<file path="config.mk">
export PLATFORM = sky130hd
export DESIGN_NAME = gls_guard_lock
export DESIGN_NICKNAME = d
export VERILOG_FILES = /design/src/hw/gls_pkg.sv /design/src/hw/gls_sync.sv /design/src/hw/gls_guard_lock.sv
export VERILOG_INCLUDE_DIRS = /design/src /design/src/hw
export SDC_FILE = /design/constraint.sdc
export NUM_CORES = 1
export LEC_CHECK = 0
export ABC_AREA = 1
export ABC_CLOCK_PERIOD_IN_PS = 3000
export BUFFER_PORTS_ARGS = -buffer_cell sky130_fd_sc_hd__buf_2
export CAP_MARGIN = 15
export CELL_PAD_IN_SITES_DETAIL_PLACEMENT = 1
export CELL_PAD_IN_SITES_GLOBAL_PLACEMENT = 2
export CORE_MARGIN = 3
export CORE_UTILIZATION = 39
export CTS_BUF_LIST = sky130_fd_sc_hd__clkbuf_4 sky130_fd_sc_hd__clkbuf_8
export DETAILED_ROUTE_END_ITERATION = 8
export PLACE_DENSITY_LB_ADDON = 0.1
export SETUP_SLACK_MARGIN = 0.3
export SYNTH_ARGS = -nofsm -noshare
export SYNTH_HDL_FRONTEND = slang
export SYNTH_SLANG_ARGS = --single-unit
</file>
<file path="constraint.sdc">
create_clock -name CLOCK_I -period 3 [get_ports CLOCK_I]
set_input_delay 0.15 -clock CLOCK_I [delete_from_list [all_inputs] [get_ports CLOCK_I]]
set_output_delay 0.15 -clock CLOCK_I [all_outputs]
set_load 0.05 [all_outputs]
</file>
<file path="src/hw/gls_cfg.svh">
/*
 * Constants of the guard-lock switch logic: clock rate, timing figures,
 * synchroniser width and input bit positions inside the synchroniser vector.
 * Assumes it is included by bare name from the design files.
 */
`ifndef GLS_CFG_SVH
`define GLS_CFG_SVH

// System clock in hertz
`define GLS_CLK_HZ 40000000
// Settling time before the holding force is judged, in milliseconds
`define GLS_FORCE_SETTLE_MS 50
// Half period of the flashing lock indicator, in milliseconds
`define GLS_FLASH_HALF_MS 250
// Width of the timing counters
`define GLS_CNT_W 24

// Positions of the synchronised inputs
`define GLS_IN_CH_A 0
`define GLS_IN_CH_B 1
`define GLS_IN_REQ 2
`define GLS_IN_CHAIN 3
`define GLS_IN_ACT 4
`define GLS_IN_BUS_ATT 5
`define GLS_IN_BUS_ACT 6
`define GLS_IN_BUS_CMD 7
`define GLS_IN_FORCE_OK 8
`define GLS_IN_WIN_OPEN 9
`define GLS_IN_WIN_SHORT 10
`define GLS_IN_MAG_OP 11
`define GLS_IN_MAG_MON 12
`define GLS_IN_BUS_TX 13
`define GLS_IN_W 14

`endif

</file>
<file path="src/hw/gls_pkg.sv">
/*
 * Types of the guard-lock switch logic.
 * Assumes nothing beyond a SystemVerilog compiler.
 */
package gls_pkg;

   // Guard locking sequence
   typedef enum logic [2:0] {
      LK_IDLE,
      LK_ENGAGE,
      LK_HELD,
      LK_WARN,
      LK_FAULT
   } gls_lock_state_t;

endpackage

</file>
<file path="src/hw/gls_sync.sv">
/*
 * Two-stage synchroniser for a vector of unrelated level inputs.
 * Assumes each bit is a slow level; no bit-to-bit coherence is promised.
 */
module gls_sync
#(
   parameter int WIDTH = 2
)
(
   // Clock and reset
   input wire logic clk_i,
   input wire logic rst_i,
   // Levels
   input wire logic [WIDTH-1:0] async_i,
   output logic [WIDTH-1:0] sync_o
);

   logic [WIDTH-1:0] meta_ff;
   logic [WIDTH-1:0] sync_ff;

   // First stage feeds only the second
   always_ff @(posedge clk_i or posedge rst_i)
   begin
      if (rst_i)
      begin
         meta_ff <= '0;
         sync_ff <= '0;
      end
      else
      begin
         meta_ff <= async_i;
         sync_ff <= meta_ff;
      end
   end

   assign sync_o = sync_ff;

endmodule // gls_sync

</file>
<file path="src/hw/gls_guard_lock.sv">
/*
 * Decision logic of a guard-locking safety gate switch: safety output pair,
 * channel plausibility, guard lock sequencing, magnet fault handling, status
 * chain output and indicators.
 * Assumes actuator detection, force measurement, magnet diagnostics and the
 * diagnostic bus framing are done outside and arrive as plain levels.
 */
// Functional notes
// - Outputs high only with actuator, both channels, lock request, holding force.
// - Active bus mode also needs the bus activation command.
// - Any missing condition other than holding force drops both outputs.
// - Each output gated by its own channel input.
// - One channel falling while other stays high flags unequal channels.
// - Fallen channel rising again gives plausibility error and partial lock.
// - Both channels low together clears partial lock and allows rise.
// - Gate forced open while locked drops outputs and enters fault.
// - Fault lights device indicator red, flashes lock indicator red.
// - Without bus, status is actuator and error-free and chain input.
// - With bus module, status carries bus data, chain input receives.
// - Chained status outputs feed next chain input; last shows all present.
// - Lock request with actuator present requests guard locking.
// - Lock request low releases locking and drops outputs.
// - Magnet on with actuator and request; active bus also needs command.
// - Holding force measured after locking confirms the outputs.
// - Relocking only after lock request goes low then high again.
// - Force not reached shows warning, outputs low, no fault.
// - Magnet winding or monitoring faults while energised enter fault.
// - Restart begins without bus operation, locking by request only; here bus operation follows the bus inputs three cycles after reset.
`include "gls_cfg.svh"

module gls_guard_lock
   import gls_pkg::*;
#(
   parameter int CLK_HZ = `GLS_CLK_HZ,
   parameter int SETTLE_CYC = (CLK_HZ / 1000) * `GLS_FORCE_SETTLE_MS,
   parameter int FLASH_CYC = (CLK_HZ / 1000) * `GLS_FLASH_HALF_MS
)
(
   // Clock and reset
   input wire logic CLOCK_I,
   input wire logic RST_I,
   // Channel and lock request inputs from the controller
   input wire logic CHANNEL_A_I,
   input wire logic CHANNEL_B_I,
   input wire logic LOCK_REQUEST_I,
   // Chain input from the upstream switch or the bus
   input wire logic CHAIN_I,
   // Sensing of actuator, force and magnet
   input wire logic ACTUATOR_PRESENT_I,
   input wire logic FORCE_OK_I,
   input wire logic WINDING_OPEN_I,
   input wire logic WINDING_SHORT_I,
   input wire logic MAGNET_OP_FAULT_I,
   input wire logic MAGNET_MON_FAULT_I,
   // Diagnostic bus side
   input wire logic BUS_ATTACHED_I,
   input wire logic BUS_ACTIVE_MODE_I,
   input wire logic BUS_LOCK_CMD_I,
   input wire logic BUS_TX_DATA_I,
   output logic BUS_RX_DATA_O,
   // Safety output pair and status chain output
   output logic SAFETY_A_O,
   output logic SAFETY_B_O,
   output logic STATUS_CHAIN_O,
   // Magnet drive
   output logic MAGNET_ON_O,
   // Status and indicators
   output logic UNEQUAL_O,
   output logic PARTIAL_LOCK_O,
   output logic FORCE_WARN_O,
   output logic FAULT_O,
   output logic LED_DEVICE_RED_O,
   output logic LED_LOCK_RED_O
);

   localparam logic [`GLS_CNT_W-1:0] SETTLE_LAST = `GLS_CNT_W'(SETTLE_CYC - 1);
   localparam logic [`GLS_CNT_W-1:0] FLASH_LAST = `GLS_CNT_W'(FLASH_CYC - 1);

   logic [`GLS_IN_W-1:0] raw_in;
   logic [`GLS_IN_W-1:0] syn;
   logic ch_a, ch_b, req, chain, act, bus_att, bus_act_in, bus_cmd;
   logic force_ok, mag_err, bus_tx;
   logic ch_a_ff, ch_b_ff;
   logic unequal_ff, nxt_unequal;
   logic partial_lock_ff, nxt_partial_lock;
   logic bus_active_ff;
   logic req_seen_low_ff, nxt_req_seen_low;
   gls_lock_state_t lock_st_ff, nxt_lock_st;
   logic [`GLS_CNT_W-1:0] settle_cnt_ff, nxt_settle_cnt;
   logic [`GLS_CNT_W-1:0] flash_cnt_ff, nxt_flash_cnt;
   logic flash_ff;
   logic safety_a_ff, safety_b_ff, status_ff, magnet_ff, rx_ff;
   logic bus_ok, lock_grant, magnet_want, forced_open, enable_all, error_free;
   logic a_fall, b_fall, a_rise, b_rise, both_low;

   // Pack inputs so one synchroniser instance serves them all
   assign raw_in[`GLS_IN_CH_A] = CHANNEL_A_I;
   assign raw_in[`GLS_IN_CH_B] = CHANNEL_B_I;
   assign raw_in[`GLS_IN_REQ] = LOCK_REQUEST_I;
   assign raw_in[`GLS_IN_CHAIN] = CHAIN_I;
   assign raw_in[`GLS_IN_ACT] = ACTUATOR_PRESENT_I;
   assign raw_in[`GLS_IN_BUS_ATT] = BUS_ATTACHED_I;
   assign raw_in[`GLS_IN_BUS_ACT] = BUS_ACTIVE_MODE_I;
   assign raw_in[`GLS_IN_BUS_CMD] = BUS_LOCK_CMD_I;
   assign raw_in[`GLS_IN_FORCE_OK] = FORCE_OK_I;
   assign raw_in[`GLS_IN_WIN_OPEN] = WINDING_OPEN_I;
   assign raw_in[`GLS_IN_WIN_SHORT] = WINDING_SHORT_I;
   assign raw_in[`GLS_IN_MAG_OP] = MAGNET_OP_FAULT_I;
   assign raw_in[`GLS_IN_MAG_MON] = MAGNET_MON_FAULT_I;
   assign raw_in[`GLS_IN_BUS_TX] = BUS_TX_DATA_I;

   // All external levels pass two flops before use
   gls_sync #(
      .WIDTH(`GLS_IN_W)
   ) u_sync (
      .clk_i(CLOCK_I),
      .rst_i(RST_I),
      .async_i(raw_in),
      .sync_o(syn)
   );

   // Named views of the synchronised inputs
   assign ch_a = syn[`GLS_IN_CH_A];
   assign ch_b = syn[`GLS_IN_CH_B];
   assign req = syn[`GLS_IN_REQ];
   assign chain = syn[`GLS_IN_CHAIN];
   assign act = syn[`GLS_IN_ACT];
   assign bus_att = syn[`GLS_IN_BUS_ATT];
   assign bus_act_in = syn[`GLS_IN_BUS_ACT];
   assign bus_cmd = syn[`GLS_IN_BUS_CMD];
   assign force_ok = syn[`GLS_IN_FORCE_OK];
   assign bus_tx = syn[`GLS_IN_BUS_TX];
   assign mag_err = syn[`GLS_IN_WIN_OPEN] | syn[`GLS_IN_WIN_SHORT]
                    | syn[`GLS_IN_MAG_OP] | syn[`GLS_IN_MAG_MON];

   // Channel edges against last cycle's levels
   assign a_fall = ch_a_ff & ~ch_a;
   assign b_fall = ch_b_ff & ~ch_b;
   assign a_rise = ~ch_a_ff & ch_a;
   assign b_rise = ~ch_b_ff & ch_b;
   assign both_low = ~ch_a & ~ch_b;

   // Plausibility: unequal flag and partial operation lock
   assign nxt_unequal = both_low ? 1'b0
                      : (a_fall & ch_b & ch_b_ff) | (b_fall & ch_a & ch_a_ff) ? 1'b1
                      : unequal_ff;
   assign nxt_partial_lock = both_low ? 1'b0
                           : unequal_ff & ((a_rise & ch_b & ch_b_ff) | (b_rise & ch_a & ch_a_ff)) ? 1'b1
                           : partial_lock_ff;

   always_ff @(posedge CLOCK_I or posedge RST_I)
   begin
      if (RST_I)
      begin
         ch_a_ff <= 1'b0;
         ch_b_ff <= 1'b0;
         unequal_ff <= 1'b0;
         partial_lock_ff <= 1'b0;
      end
      else
      begin
         ch_a_ff <= ch_a;
         ch_b_ff <= ch_b;
         unequal_ff <= nxt_unequal;
         partial_lock_ff <= nxt_partial_lock;
      end
   end

   // Bus operation is off in reset and follows the synchronised bus inputs from then on; the bus is not trusted for safety
   always_ff @(posedge CLOCK_I or posedge RST_I)
   begin
      if (RST_I)
         bus_active_ff <= 1'b0;
      else
         bus_active_ff <= bus_att & bus_act_in;
   end

   // Locking permission: request, actuator, and command in active bus mode
   assign bus_ok = ~bus_active_ff | bus_cmd;
   assign lock_grant = req & act & bus_ok;
   assign forced_open = ~act & ((lock_st_ff == LK_HELD) | (lock_st_ff == LK_ENGAGE));
   assign nxt_req_seen_low = ~req ? 1'b1
                           : (nxt_lock_st == LK_ENGAGE) ? 1'b0
                           : req_seen_low_ff;

   // Guard locking sequence
   always_comb
   begin
      nxt_lock_st = lock_st_ff;
      nxt_settle_cnt = settle_cnt_ff;
      case (lock_st_ff)
         LK_IDLE:
         begin
            if (lock_grant && req_seen_low_ff)
            begin
               nxt_lock_st = LK_ENGAGE;
               nxt_settle_cnt = '0;
            end
         end
         LK_ENGAGE:
         begin
            nxt_settle_cnt = settle_cnt_ff + `GLS_CNT_W'(1);
            if (settle_cnt_ff == SETTLE_LAST)
               nxt_lock_st = force_ok ? LK_HELD : LK_WARN;
         end
         LK_HELD:
            nxt_lock_st = LK_HELD;
         LK_WARN:
            nxt_lock_st = LK_WARN;
         LK_FAULT:
            nxt_lock_st = LK_FAULT;
         default:
            nxt_lock_st = LK_FAULT;
      endcase
      // Faults override the sequence, release follows otherwise
      if (lock_st_ff != LK_FAULT)
      begin
         if (forced_open || (magnet_ff && mag_err))
            nxt_lock_st = LK_FAULT;
         else if (lock_st_ff != LK_IDLE && !lock_grant)
            nxt_lock_st = LK_IDLE;
      end
   end

   assign magnet_want = (nxt_lock_st == LK_ENGAGE) | (nxt_lock_st == LK_HELD) | (nxt_lock_st == LK_WARN);

   always_ff @(posedge CLOCK_I or posedge RST_I)
   begin
      if (RST_I)
      begin
         lock_st_ff <= LK_IDLE;
         settle_cnt_ff <= '0;
         req_seen_low_ff <= 1'b1;
         magnet_ff <= 1'b0;
      end
      else
      begin
         lock_st_ff <= nxt_lock_st;
         settle_cnt_ff <= nxt_settle_cnt;
         req_seen_low_ff <= nxt_req_seen_low;
         magnet_ff <= magnet_want;
      end
   end

   // Output enable: every condition at once, re-judged every cycle
   assign error_free = ~partial_lock_ff & (lock_st_ff != LK_FAULT);
   assign enable_all = act & ch_a & ch_b & req & bus_ok & error_free
                       & (lock_st_ff == LK_HELD) & (nxt_lock_st == LK_HELD);

   // Status chain: plain signal without bus module, bus transmit data with one
   assign BUS_RX_DATA_O = rx_ff;

   always_ff @(posedge CLOCK_I or posedge RST_I)
   begin
      if (RST_I)
      begin
         safety_a_ff <= 1'b0;
         safety_b_ff <= 1'b0;
         status_ff <= 1'b0;
         rx_ff <= 1'b0;
      end
      else
      begin
         safety_a_ff <= enable_all & ch_a;
         safety_b_ff <= enable_all & ch_b;
         status_ff <= bus_att ? bus_tx : (act & error_free & chain);
         rx_ff <= bus_att & chain;
      end
   end

   // Flash timer for the lock indicator; runs only while faulted
   assign nxt_flash_cnt = (lock_st_ff != LK_FAULT || flash_cnt_ff == FLASH_LAST)
                          ? '0 : flash_cnt_ff + `GLS_CNT_W'(1);

   always_ff @(posedge CLOCK_I or posedge RST_I)
   begin
      if (RST_I)
      begin
         flash_cnt_ff <= '0;
         flash_ff <= 1'b0;
      end
      else
      begin
         flash_cnt_ff <= nxt_flash_cnt;
         if (lock_st_ff != LK_FAULT)
            flash_ff <= 1'b0;
         else if (flash_cnt_ff == FLASH_LAST)
            flash_ff <= ~flash_ff;
      end
   end

   // Output drive, all from flip-flops
   assign SAFETY_A_O = safety_a_ff;
   assign SAFETY_B_O = safety_b_ff;
   assign STATUS_CHAIN_O = status_ff;
   assign MAGNET_ON_O = magnet_ff;
   assign UNEQUAL_O = unequal_ff;
   assign PARTIAL_LOCK_O = partial_lock_ff;
   assign FORCE_WARN_O = (lock_st_ff == LK_WARN);
   assign FAULT_O = (lock_st_ff == LK_FAULT);
   assign LED_DEVICE_RED_O = (lock_st_ff == LK_FAULT);
   assign LED_LOCK_RED_O = flash_ff;

   // Checks on the safety decisions

   property p_all_conditions;
      @(posedge CLOCK_I) disable iff (RST_I)
      SAFETY_A_O |-> $past(act && ch_a && ch_b && req && lock_st_ff == LK_HELD);
   endproperty
   a_all_conditions: assert property (p_all_conditions) else $error("output high without all conditions");

   property p_bus_cmd;
      @(posedge CLOCK_I) disable iff (RST_I)
      (bus_active_ff && !bus_cmd) |=> !SAFETY_A_O && !SAFETY_B_O;
   endproperty
   a_bus_cmd: assert property (p_bus_cmd) else $error("output high without bus command");

   property p_drop_any;
      @(posedge CLOCK_I) disable iff (RST_I)
      (!act || !req) |=> !SAFETY_A_O && !SAFETY_B_O;
   endproperty
   a_drop_any: assert property (p_drop_any) else $error("outputs not dropped");

   property p_own_channel;
      @(posedge CLOCK_I) disable iff (RST_I)
      SAFETY_B_O |-> $past(ch_b);
   endproperty
   a_own_channel: assert property (p_own_channel) else $error("output b without channel b");

   property p_unequal;
      @(posedge CLOCK_I) disable iff (RST_I)
      ($fell(ch_a) && ch_b && $past(ch_b)) |=> UNEQUAL_O;
   endproperty
   a_unequal: assert property (p_unequal) else $error("unequal channels not flagged");

   property p_partial_off;
      @(posedge CLOCK_I) disable iff (RST_I)
      PARTIAL_LOCK_O |=> !SAFETY_A_O && !SAFETY_B_O;
   endproperty
   a_partial_off: assert property (p_partial_off) else $error("output high in partial lock");

   property p_partial_clear;
      @(posedge CLOCK_I) disable iff (RST_I)
      both_low |=> !PARTIAL_LOCK_O && !UNEQUAL_O;
   endproperty
   a_partial_clear: assert property (p_partial_clear) else $error("partial lock not cleared");

   property p_forced_open;
      @(posedge CLOCK_I) disable iff (RST_I)
      (lock_st_ff == LK_HELD && !act) |=> FAULT_O && LED_DEVICE_RED_O ##1 !SAFETY_A_O;
   endproperty
   a_forced_open: assert property (p_forced_open) else $error("forced opening not faulted");

   property p_release;
      @(posedge CLOCK_I) disable iff (RST_I)
      !req |=> !MAGNET_ON_O;
   endproperty
   a_release: assert property (p_release) else $error("magnet on with request low");

   property p_warn_no_fault;
      @(posedge CLOCK_I) disable iff (RST_I)
      FORCE_WARN_O |-> !FAULT_O ##1 !SAFETY_A_O;
   endproperty
   a_warn_no_fault: assert property (p_warn_no_fault) else $error("warning with output high");

   property p_magnet_fault;
      @(posedge CLOCK_I) disable iff (RST_I)
      (MAGNET_ON_O && mag_err) |=> FAULT_O;
   endproperty
   a_magnet_fault: assert property (p_magnet_fault) else $error("magnet fault missed");

   property p_fault_latch;
      @(posedge CLOCK_I) disable iff (RST_I)
      FAULT_O |=> FAULT_O && !MAGNET_ON_O;
   endproperty
   a_fault_latch: assert property (p_fault_latch) else $error("fault not held");

   property p_status_plain;
      @(posedge CLOCK_I) disable iff (RST_I)
      (!bus_att && (!act || !chain)) |=> !STATUS_CHAIN_O;
   endproperty
   a_status_plain: assert property (p_status_plain) else $error("status high wrongly");

endmodule // gls_guard_lock

</file>
==> results.txt <==
----------------------------------------------------
[STA]
  Final number of hold-violating endpoints ... 0
  Headroom to the max-slew limit ... 0.399
  Final worst clock skew ... between 0.01 and 0.015 ns
  RSZ-0062 raised after global routing ... false
  Slew @ Worst Pin ... 0.900 ns
  Post-route setup TNS ... 0 ns
  F_max ... ~0.53 GHz
  Tmin final ... approximately 1.9 ns
  Worst hold slack ... 0.355 ns
  Final period utilization ... 0.632
  Final WS setup ... between 1 and 1.5 ns
  Final number of max-transition violations ... 0
  Count of endpoints failing setup in the final report ... 0

[Finish]
  Final core utilization ... 0.469
  Top library cells by usage in the layout, fill and taps aside ... dfrtp_1 (90), nand2_1 (85), nor2_1 (81)
  Most common cell after layout, fill and taps aside ... dfrtp_1
  Number of non-filler instances in the completed layout ... around 680
  Fraction of layout instances using a drive strength above 1 ... 0.154
  Final nets ... approximately 550
  Number of inserted diodes ... 0
  Area grow syn2layout ... 15.6%
  Area of all placed cells without fillers ... roughly 0.005 mm²
  FILL cells ... about 1300

[Yosys]
  Total nets after synthesis ... 503
  Instance count of the mapped netlist ... between 400 and 500
  Post-Synth Adder-Cell Area ... 0.00591
  Simple-gate area share of the yosys netlist ... 0.283
  Post-synthesis xor/xnor area fraction ... 0.0455
  Distinct cell type count after synthesis ... 33
  EDFF count, synth ... 0
  Flop and latch count out of synthesis ... 91
  Sequential-to-total area share from yosys stat ... 0.538
  Main synth FF type ... dfrtp_1
  Average footprint of a synthesized cell ... ~8.7 µm²
  Netlist area before placement ... ~0.0042 mm²
  Dominant cell type by area after synthesis ... dfrtp_1
  Multiplexer fraction of the synthesized cell area ... 0
  Synthesized-area fraction occupied by ao, oa, aoi and oai cells ... 0.0541
  Async S/R FF share, synth ... 1.00
  Top cells by area, synth ... dfrtp_1 (53%), nand2_1 (7.5%), nor2_1 (7.2%)
  Main combinational cell family by area after synthesis ... simple AND/OR/NAND/NOR gates
  Share of the synthesized area in the top cell type ... 0.532
  Ys Warns ... 0

[Floorplanning]
  X dimension of the die ... roughly 110 µm
  Floorplan Core Area ... roughly 0.010 mm²
  Die Outline Area ... around 0.012 mm²
  Effective utilization at floorplan ... 0.406
  Die height ... 110 µm
  Total I/O pin count ... 27
  Row Count ... 37

[Clocking]
  CTS Sinks ... 91
  Cts bufs inserted ... 9
  Post-CTS Resized ... 0
  Clock network latency to the later pin of the worst-skew pair ... approximately 0.36 ns
  Clock H-tree levels ... 3
  TritonCTS clock tree ... done
  Buffer depth of the longest clock path ... 2
  Root buf cell ... clkbuf_8
  Clock input transition at the sequential cells of the worst setup and hold paths ... about 0.090 ns

[Placed design]
  Count of placed standard cells including taps ... roughly 640
  Place WS ... approximately 1.1 ns
  Last weighted congestion value of the routability-driven placer ... just over 0.8
  Placed inst area ... roughly 0.0045 mm²
  Final HPWL DP ... around 7.3 mm
  Number of I/O port buffers ... 26

[Global routing]
  Number of global-route vias before repair ... 3478
  Maximum number of pins on one net before global-route repair ... 51
  Remaining global-route overflow ... 0
  Highest-utilization routing layer at the global route stage ... met2
  Wire length of the first global-routing pass ... about 17 mm
  Grt met2 use ... 0.299
  Initial antenna violation count ... 0
  Met3 global-route usage ... 0.0361
  Global routing usage summed across all routing layers ... 0.188
  Met1 GRT Util ... 0.266

[Setup path]
  Largest incremental delay on the critical path ... 0.40 ns
  Endpoint type of the worst setup path ... register
  Max Fanout on Critical Path ... 21
  Cell type of the slowest stage on the worst timing path ... nand2_2
  Kind of launch point of the worst setup path ... register
  CP Class ... register to register
  Worst EP required ... 3.22 ns
  Arrival time at the worst endpoint ... between 2 and 2.5 ns
  Cells along the critical path ... ha_1 -> nand2_1 -> nor2_2 -> nand2_2 -> nor2_2 -> nand4_2 -> nand2_2 -> nor3b_1

[Route]
  Residual DRC count ... 0
  Average vias per placed instance ... between 4 and 5
  Detailed-route wire length ... ~10 mm
  Total via count after detailed routing ... between 3000 and 4000
  Number of nets with antenna violations after routing ... 0
  Number of detailed-route iterations in the first pass ... 4
  Number of DRC violations after detailed-routing iteration 0 ... 132
  Post-DR wirelength/cell ... roughly 15 µm

[Pwr]
  Highest ir drop seen on vdd ... ~320 µV
  Power density cells ... approximately 540 mW/mm²
  Total power consumption of the routed design ... approximately 2.6 mW
  Leak pwr ... roughly 2.2 nW

[Run status]
  Status ... completed

[Worst hold path]
  Classification of the worst-slack hold path ... register to register

[Flow run]
  Maximum capacitance violations ... 0

----------------------------------------------------
## final timing paths
check                                            start                         end  slack, ns  cells past startpoint
max reg2reg                  flash_cnt_ff[0]$_DFF_PP0_   flash_cnt_ff[2]$_DFF_PP0_       1.10                      8
min reg2reg                u_sync.meta_ff[2]$_DFF_PP0_  u_sync.sync_o[2]$_DFF_PP0_       0.36                      0
max in group asynchronous                        RST_I  flash_cnt_ff[21]$_DFF_PP0_       1.69                      4
max                          flash_cnt_ff[0]$_DFF_PP0_   flash_cnt_ff[2]$_DFF_PP0_       1.10                      8
min                        u_sync.meta_ff[2]$_DFF_PP0_  u_sync.sync_o[2]$_DFF_PP0_       0.36                      0
min in group asynchronous                        RST_I  u_sync.sync_o[3]$_DFF_PP0_       0.50                      3
## cell families (layout without fill, tap and decap cells)
kind of cell	count (synthesis)	in the layout
AND/OR/NAND/NOR	254	254
flip-flops	91	91
buffers and inverters	75	129
AO/OA/AOI/OAI	41	41
XOR/XNOR	22	22
adder cells (fa/ha/maj)	2	2
## where the power goes
part	leakage [nW]	switching (mW)	internal [mW]
clock	0.117	0.463	0.501
combinational	0.953	0.196	0.100
sequential	1.17	0.0615	1.31
total	2.24	0.720	1.91
## worst max-delay path: cells and delay by family (launching register included)
family	cells	cell delay (ns)
simple gates	7	1.17
flops	1	0.38
fa+ha+maj	1	0.23
## metal layers
metal  vias up  share of wire
met4         0         0.0095
met1      1604           0.50
met5         -              0
met3         9          0.026
li1       1640              -
met2        41           0.47
## final cells by class
class | instances | area, µm² | area share
sequential | 91 | 2280 | 0.466
multi-input combinational | 319 | 1650 | 0.336
timing repair buffer | 44 | 303 | 0.0619
inverter | 69 | 260 | 0.0532
tap | 136 | 170 | 0.0348
clock buffer | 10 | 138 | 0.0281
clock inverter | 6 | 95.1 | 0.0194
## state kept, by name, indices dropped and copies added, names as in the netlist, 3 cells and up
name            cells
settle_cnt_ff      24
flash_cnt_ff       24
u_sync.sync_o      14
u_sync.meta_ff     14
lock_st_ff          3
## Yosys cell counts (6+ instances only)
| cell | number |
|---|---|
| a21oi_1 | 12 |
| dfrtp_1 | 90 |
| inv_1 | 62 |
| inv_2 | 7 |
| nand2_1 | 85 |
| nand2_2 | 6 |
| nand3_1 | 28 |
| nand4_1 | 16 |
| nor2_1 | 81 |
| nor2_2 | 8 |
| nor3_1 | 12 |
| nor3_2 | 7 |
| o21ai_0 | 17 |
| xnor2_1 | 7 |
| xor2_1 | 15 |
## what timing repair did
action	CTS	global route
endpoints found under the hold margin	61	0
hold buffers	15	0
setup buffers	0	0
(Power assumes the default switching activity.)
